===== config.mk =====
export PLATFORM = sky130hd
export DESIGN_NAME = tfr_core
export DESIGN_NICKNAME = d
export VERILOG_FILES = /design/src/core/tfr_core.v
export VERILOG_INCLUDE_DIRS = /design/src /design/src/core
export SDC_FILE = /design/constraint.sdc
export NUM_CORES = 1
export LEC_CHECK = 0
export BUFFER_PORTS_ARGS = -buffer_cell sky130_fd_sc_hd__buf_2
export CORE_ASPECT_RATIO = 0.8
export CORE_MARGIN = 5
export CORE_UTILIZATION = 60
export DETAILED_ROUTE_END_ITERATION = 8
export PLACE_DENSITY = 0.81
export SETUP_SLACK_MARGIN = 0.15
export SLEW_MARGIN = 10
export SYNTH_ARGS = -nofsm -noshare
export SYNTH_HDL_FRONTEND = slang
export SYNTH_SLANG_ARGS = --single-unit

===== constraint.sdc =====
create_clock -name clk -period 4 [get_ports clk]
set_clock_uncertainty 0.15 [all_clocks]
set_input_delay 0.8 -clock clk [delete_from_list [all_inputs] [get_ports clk]]
set_output_delay 0.8 -clock clk [all_outputs]
set_load 0.02 [all_outputs]

===== src/core/tfr_consts.vh =====
/*
 * Holds the command codes, field positions, reset values and response
 * encodings of the temperature fault response block.
 * Assumes it is included by its bare name from the design file only.
 */
`ifndef TFR_CONSTS_VH
`define TFR_CONSTS_VH

// ============================================================
// command codes
`define TFR_CMD_OT_WARN 8'h51
`define TFR_CMD_UT_WARN 8'h52
`define TFR_CMD_UT_FAULT 8'h53
`define TFR_CMD_UT_ACTION 8'h54
`define TFR_CMD_DELAY_UNIT 8'hD2

// ============================================================
// action byte fields
`define TFR_RESP_HI 7
`define TFR_RESP_LO 6
`define TFR_RETRY_HI 5
`define TFR_RETRY_LO 3
`define TFR_DELAY_HI 2
`define TFR_DELAY_LO 0

// ============================================================
// response and retry encodings
`define TFR_RESP_IGNORE 2'h0
`define TFR_RESP_RUN_DELAY 2'h1
`define TFR_RESP_OFF_RETRY 2'h2
`define TFR_RESP_LATCH 2'h3
`define TFR_RETRY_NONE 3'h0
`define TFR_RETRY_FOREVER 3'h7

// ============================================================
// reset values: limits parked so that nothing trips after reset
`define TFR_RST_OT_WARN 16'h7FFF
`define TFR_RST_UT_WARN 16'h8000
`define TFR_RST_UT_FAULT 16'h8000
`define TFR_RST_UT_ACTION 8'h00
`define TFR_RST_DELAY_UNIT 16'h0001

`endif


===== src/core/tfr_core.v =====
/*
 * Holds the temperature limit registers, the delay unit register and the
 * under-temperature fault response machine of the converter manager.
 * Assumes the command port, the temperature sample and the control inputs
 * all come from logic on clk; the temperature and limits share one signed
 * 16-bit scale, so they compare directly.
 */
`include "tfr_consts.vh"

module tfr_core (
    clk,
    nrst,
    cmd_valid,
    cmd_write,
    cmd_code,
    cmd_wdata,
    temperature,
    status_clear,
    clear_faults,
    output_cmd_on,
    bias_ok,
    cmd_rdata_q,
    cmd_ack_q,
    output_en_q,
    ut_fault_flag_q,
    ot_warn_q,
    ut_warn_q,
    latched_off_q
);
    input wire clk; // 50 MHz system clock
    input wire nrst; // asynchronous reset, active low
    input wire cmd_valid; // one-cycle command strobe
    input wire cmd_write; // 1 write, 0 read
    input wire [7:0] cmd_code; // command code
    input wire [15:0] cmd_wdata; // write data, low bits used for narrow registers
    input wire [15:0] temperature; // signed measured temperature
    input wire status_clear; // pulse: clear the fault status bit
    input wire clear_faults; // pulse: clear all faults
    input wire output_cmd_on; // level: output commanded on
    input wire bias_ok; // level: bias power present
    output reg [15:0] cmd_rdata_q; // read data
    output reg cmd_ack_q; // answer strobe
    output reg output_en_q; // converter output enable
    output reg ut_fault_flag_q; // sticky fault status bit
    output reg ot_warn_q; // over-temperature warning
    output reg ut_warn_q; // under-temperature warning
    output reg latched_off_q; // off until fault cleared

    // ============================================================
    // states
    localparam ST_RUN = 2'h0; // output follows command
    localparam ST_DELAY = 2'h1; // still running, fault delay counting
    localparam ST_WAIT = 2'h2; // output off, waiting for next attempt
    localparam ST_LATCH = 2'h3; // off until cleared

    reg [15:0] ot_warn_lim_q; // over-temperature warning threshold
    reg [15:0] ut_warn_lim_q; // under-temperature warning threshold
    reg [15:0] ut_fault_lim_q; // under-temperature fault threshold
    reg [7:0] ut_action_q; // under-temperature fault action byte
    reg [15:0] delay_unit_q; // clock cycles per delay unit
    reg [1:0] state_q;
    reg [15:0] unit_cnt_q; // cycles left in current unit
    reg [7:0] units_left_q; // units left in current delay
    reg [2:0] tries_left_q; // restart attempts remaining
    reg fault_seen_q; // fault level last cycle, for edge detect
    reg off_seen_q; // output commanded off while latched

    wire fault_raw = $signed(temperature) < $signed(ut_fault_lim_q);
    wire fault_rise = fault_raw & ~fault_seen_q;
    wire any_clear = status_clear | clear_faults;
    wire [1:0] resp = ut_action_q[`TFR_RESP_HI:`TFR_RESP_LO];
    wire [2:0] retry = ut_action_q[`TFR_RETRY_HI:`TFR_RETRY_LO];
    wire [2:0] dcode = ut_action_q[`TFR_DELAY_HI:`TFR_DELAY_LO];
    wire timer_done = (units_left_q == 8'h00);

    // two to the code, in units
    function [7:0] tfr_units;
        input [2:0] code;
        begin
            tfr_units = 8'h01 << code;
        end
    endfunction

    // register index match on the write path, one compare per register
    function tfr_hit;
        input [7:0] code;
        input [7:0] want;
        begin
            tfr_hit = (code == want);
        end
    endfunction

    // ============================================================
    // command port: writes take effect at the strobe edge
    always @(posedge clk or negedge nrst) begin
        if (!nrst) begin
            ot_warn_lim_q <= `TFR_RST_OT_WARN;
            ut_warn_lim_q <= `TFR_RST_UT_WARN;
            ut_fault_lim_q <= `TFR_RST_UT_FAULT;
            ut_action_q <= `TFR_RST_UT_ACTION;
            delay_unit_q <= `TFR_RST_DELAY_UNIT;
            cmd_rdata_q <= 16'h0000;
            cmd_ack_q <= 1'b0;
        end else begin
            cmd_ack_q <= cmd_valid;
            if (cmd_valid && cmd_write) begin
                if (tfr_hit(cmd_code, `TFR_CMD_OT_WARN)) begin
                    ot_warn_lim_q <= cmd_wdata;
                end
                if (tfr_hit(cmd_code, `TFR_CMD_UT_WARN)) begin
                    ut_warn_lim_q <= cmd_wdata;
                end
                if (tfr_hit(cmd_code, `TFR_CMD_UT_FAULT)) begin
                    ut_fault_lim_q <= cmd_wdata;
                end
                if (tfr_hit(cmd_code, `TFR_CMD_UT_ACTION)) begin
                    ut_action_q <= cmd_wdata[7:0];
                end
                if (tfr_hit(cmd_code, `TFR_CMD_DELAY_UNIT)) begin
                    delay_unit_q <= cmd_wdata;
                end
            end
            // read mux; unmapped codes answer zero
            if (cmd_valid && !cmd_write) begin
                case (cmd_code)
                    `TFR_CMD_OT_WARN: cmd_rdata_q <= ot_warn_lim_q;
                    `TFR_CMD_UT_WARN: cmd_rdata_q <= ut_warn_lim_q;
                    `TFR_CMD_UT_FAULT: cmd_rdata_q <= ut_fault_lim_q;
                    `TFR_CMD_UT_ACTION: cmd_rdata_q <= {8'h00, ut_action_q};
                    `TFR_CMD_DELAY_UNIT: cmd_rdata_q <= delay_unit_q;
                    default: cmd_rdata_q <= 16'h0000;
                endcase
            end
        end
    end

    // ============================================================
    // warnings and sticky fault status
    always @(posedge clk or negedge nrst) begin
        if (!nrst) begin
            ot_warn_q <= 1'b0;
            ut_warn_q <= 1'b0;
            ut_fault_flag_q <= 1'b0;
            fault_seen_q <= 1'b0;
        end else begin
            ot_warn_q <= $signed(temperature) > $signed(ot_warn_lim_q);
            ut_warn_q <= $signed(temperature) < $signed(ut_warn_lim_q);
            fault_seen_q <= fault_raw;
            // a new fault in the clearing cycle wins over the clear
            if (fault_rise) begin
                ut_fault_flag_q <= 1'b1;
            end else if (any_clear || !bias_ok) begin
                ut_fault_flag_q <= 1'b0;
            end
        end
    end

    // ============================================================
    // response machine; the delay unit is stretched to at least one cycle
    always @(posedge clk or negedge nrst) begin
        if (!nrst) begin
            state_q <= ST_RUN;
            unit_cnt_q <= 16'h0000;
            units_left_q <= 8'h00;
            tries_left_q <= 3'h0;
            off_seen_q <= 1'b0;
        end else if (!bias_ok) begin
            // losing bias returns to run and clears the units left and the off-seen flag
            state_q <= ST_RUN;
            units_left_q <= 8'h00;
            off_seen_q <= 1'b0;
        end else begin
            // unit timer, only meaningful while a delay is running
            if (!timer_done) begin
                if (unit_cnt_q <= 16'h0001) begin
                    unit_cnt_q <= delay_unit_q;
                    units_left_q <= units_left_q - 8'h01;
                end else begin
                    unit_cnt_q <= unit_cnt_q - 16'h0001;
                end
            end
            case (state_q)
                ST_RUN: begin
                    if (fault_rise) begin
                        tries_left_q <= retry;
                        unit_cnt_q <= delay_unit_q;
                        units_left_q <= tfr_units(dcode);
                        case (resp)
                            `TFR_RESP_IGNORE: state_q <= ST_RUN;
                            `TFR_RESP_RUN_DELAY: state_q <= ST_DELAY;
                            `TFR_RESP_OFF_RETRY: state_q <= (retry == `TFR_RETRY_NONE) ? ST_LATCH : ST_WAIT;
                            default: state_q <= ST_LATCH;
                        endcase
                    end
                end
                ST_DELAY: begin
                    // keeps running; on expiry the retry setting takes over
                    if (!fault_raw) begin
                        state_q <= ST_RUN;
                    end else if (timer_done) begin
                        unit_cnt_q <= delay_unit_q;
                        units_left_q <= tfr_units(dcode);
                        state_q <= (retry == `TFR_RETRY_NONE) ? ST_LATCH : ST_WAIT;
                    end
                end
                ST_WAIT: begin
                    if (!output_cmd_on) begin
                        state_q <= ST_RUN;
                    end else if (timer_done) begin
                        if (!fault_raw) begin
                            state_q <= ST_RUN; // restart succeeded
                        end else if (tries_left_q == `TFR_RETRY_FOREVER) begin
                            unit_cnt_q <= delay_unit_q;
                            units_left_q <= tfr_units(dcode);
                        end else if (tries_left_q == 3'h1) begin
                            state_q <= ST_LATCH;
                        end else begin
                            tries_left_q <= tries_left_q - 3'h1;
                            unit_cnt_q <= delay_unit_q;
                            units_left_q <= tfr_units(dcode);
                        end
                    end
                end
                ST_LATCH: begin
                    if (!output_cmd_on) begin
                        off_seen_q <= 1'b1;
                    end
                    // status clear, clear command or off-then-on releases
                    if (any_clear || (off_seen_q && output_cmd_on)) begin
                        state_q <= ST_RUN;
                        off_seen_q <= 1'b0;
                    end
                end
                default: state_q <= ST_RUN;
            endcase
        end
    end

    // ============================================================
    // outputs registered from the current state, so they lag it by one cycle
    always @(posedge clk or negedge nrst) begin
        if (!nrst) begin
            output_en_q <= 1'b0;
            latched_off_q <= 1'b0;
        end else begin
            output_en_q <= output_cmd_on && bias_ok && ((state_q == ST_RUN) || (state_q == ST_DELAY));
            latched_off_q <= (state_q == ST_LATCH);
        end
    end

endmodule


==> flow_summary_export.csv <==
group,metric,value,unit
synth,synth_top_area_share,31.5,%
global_route,gr-usage-met2,48.8,%
place,io_buffer_count,69,
detailed_routing,drc,0,
synth,yosysUniqueCellTypes,73,
clock_network,cts_buffers,17,
place,dpl-instance-area,9100,sq um
die,fp.dieArea,16700,sq um
timing,relSlewSlack,33.7,%
cells_and_area,nets,1124,
global_route,grt_pass1_wl,42.3,mm
place,place_hpwl,18.7,mm
outcome,outcome,"finished, final reports clean",
cells_and_area,antenna_cells,0,
job,cap_viol_max_count,0,
clock_network,insertion_delay,0.43,ns
detailed_routing,dr.pass1.iters,6,
global_route,busiest_layer,"met2",
critical_path,critical_path.top_delay_family,"compound AO/OA/AOI/OAI gates",
critical_path,critPathBufInv,2,
clock_network,cts_resized,0,
global_route,grt_use_total,32.6,%
synth,synth_area_per_cell,8.85,sq um
cells_and_area,final_cell_mix,"dfrtp_1 (107), nand2_1 (98), nor2_1 (84)",
global_route,grt_util_met1,46.5,%
pwr,p_leak,4.42,nW
clock_network,hold_buffers,0,
place,place_ws,0.0883,ns
cells_and_area,areaGrowthSynthToFinish,14.1,%
global_route,use_met3,8.76,%
synth,ys.flop_type,"dfrtp_1",
pwr,p_per_area,457,nW/um^2
synth,synth-seq-area-share,37.0,%
synth,yosys_warnings,0,
pwr,p_total,4.44,mW
detailed_routing,drt-initial-drc-count,1342,
die,core,13700,sq um
die,rows,38,
critical_path,critical_path_arrival,3.69,ns
cells_and_area,mostFrequentLayoutCell,"dfrtp_1",
critical_path,worstSetupEndpointType,"flip-flop",
synth,ys_seq_elements,125,
timing,maxSlewViolCount,0,
die,top_level_ports,70,
timing,tightest_slew,0.991,ns
critical_path,worstPathCellList,"inv_1 > ha_1 > nand4_1 > o31ai_1 > a2bb2oi_2 > mux2i_1 > buf_4 > o21ai_0 > nor2b_1 > a2111oi_0 > o211ai_1",
clock_network,cts_tree,"yes",
synth,async_reset_ff_share,100,%
die,die_h,117,um
timing,max_freq,282,MHz
synth,netlist_instances,962,
clock_network,ctsLongestPathBuffers,2,
min_path,hold_class,"input port to async pin",
critical_path,critPathLaunchType,"flip-flop",
synth,yosys.area.top_type,"dfrtp_1",
timing,fin_crit,3.55,ns
detailed_routing,ant_nets,0,
cells_and_area,fin_cells,1217,
detailed_routing,via_per_inst,6.92,
timing,rsz0062_at_grt,"false",
critical_path,required,4.14,ns
critical_path,crit_slowest_cell,"o21ai_0",
global_route,grt_max_degree,60,
place,routabilityCongestion,0.957,
synth,synth_edf_count,0,
timing,setup_tns,0,ns
critical_path,crit_fanout,12,
detailed_routing,routedWlPerCell,21.9,um
pwr,vdd_drop_max,0.000435,V
global_route,grt_pass1_vias,7873,
die,die_w,143,um
cells_and_area,stdcell_area,9710,sq um
detailed_routing,finalWirelength,26.7,mm
clock_network,cts.sinks,125,
synth,synth_area_leaders,"dfrtp_1 (31%), mux2_2 (7.7%), ha_1 (7.6%)",
timing,hold_viol_final,0,
critical_path,criticalPathCategory,"flip-flop to flip-flop",
clock_network,path_clk_slew,0.06,ns
synth,synth_nets,1062,
timing,finalSetupViolCount,0,
clock_network,cts_max_level,4,
die,initial_utilization,61.9,%
timing,layout_setup_ws,0.454,ns
place,place_inst,1185,
critical_path,cpPeakStageDelay,0.55,ns
clock_network,cts_root_buffer,"clkbuf_16",
cells_and_area,drive_above_1_share,21.6,%
detailed_routing,vias,8426,
global_route,antenna_found_initial,0,
global_route,gr-total-overflow,0,
timing,min_period_over_period,88.6,%
synth,netlist_area,8510,sq um
clock_network,post_cts_buffers,0,
state kept, by name, summed over array words and instances (netlist names):
signal	flops
unit_cnt_q	16
cmd_rdata_q	16
latched_off_q	1
ot_warn_lim_q	16
tries_left_q	3
ut_action_q	8
fault_seen_q	1
ut_warn_lim_q	16
ut_warn_q	1
cmd_ack_q	1
off_seen_q	1
ot_warn_q	1
output_en_q	1
state_q	2
delay_unit_q	16
units_left_q	8
ut_fault_lim_q	16
ut_fault_flag_q	1
metrics by stage:
stage          hold slack, ns  util [%]
2_1_floorplan           0.329         -
3_3_place_gp            0.308      66.2
3_5_place_dp            0.319      66.2
4_1_cts                 0.248      70.7
5_1_grt                 0.277      70.7
6_report                0.222      70.7
worst reg2reg max path, cell delays in order (launching register included):
cell and delay, ns:
dfstp_2 0.54, inv_1 0.05, ha_1 0.40, nand4_1 0.21, o31ai_1 0.33, a2bb2oi_2 0.12, mux2i_1 0.18, buf_4 0.21
o21ai_0 0.55, nor2b_1 0.11, a2111oi_0 0.45, o211ai_1 0.12
layer usage:
metal | vias to the layer above | wire [um]
met5 | - | 0
met4 | 0 | 788
met3 | 105 | 3520
met2 | 675 | 11600
met1 | 3992 | 10700
li1 | 3654 | -
cell usage after synthesis (14+ instances only):
master	instances
dfrtp_1	107
nand2_1	98
nor2_1	84
a21oi_1	64
inv_1	60
mux2_2	58
o21ai_0	54
ha_1	52
clkbuf_1	37
a31oi_1	31
nor3_1	24
nand3_1	21
dfstp_2	18
a21o_1	15
buf_2	14
report_power, final:
part	switching [mW]	internal (mW)
Clock	0.624	1.00
Sequential	0.236	1.39
Combinational	0.699	0.482
Total	1.56	2.88
cell type report:
cell class	count	area, sq um
multi-input cells	715	4860
fillers	1018	4030
flip-flops and latches	125	3150
repair buffers	103	628
clock buffers	20	447
inverters	62	233
well taps	180	225
clock inverters	12	164
kinds of logic (layout without fill, tap and decap cells):
group / after synthesis / in the layout / synth area share [%]
adder cells (fa/ha/maj): 52 / 52 / 7.65
XOR/XNOR: 16 / 16 / 1.65
flip-flops: 125 / 125 / 37.0
AO/OA/AOI/OAI: 284 / 284 / 22.3
multiplexers: 67 / 67 / 8.79
buffers and inverters: 122 / 197 / 6.03
AND/OR/NAND/NOR: 296 / 296 / 16.6
worst paths after layout:
check,from,endpoint,slack [ns],cells past startpoint
max reg2reg,ut_fault_lim_q[15],unit_cnt_q[10],0.45,11
max,ut_fault_lim_q[15],unit_cnt_q[10],0.45,11
max in group asynchronous,nrst,unit_cnt_q[2],2.69,2
min reg2reg,cmd_rdata_q[1],cmd_rdata_q[1],0.34,1
min,nrst,ut_warn_lim_q[11],0.22,1
min in group clk,cmd_rdata_q[1],cmd_rdata_q[1],0.34,1
(Power assumes the default switching activity.)
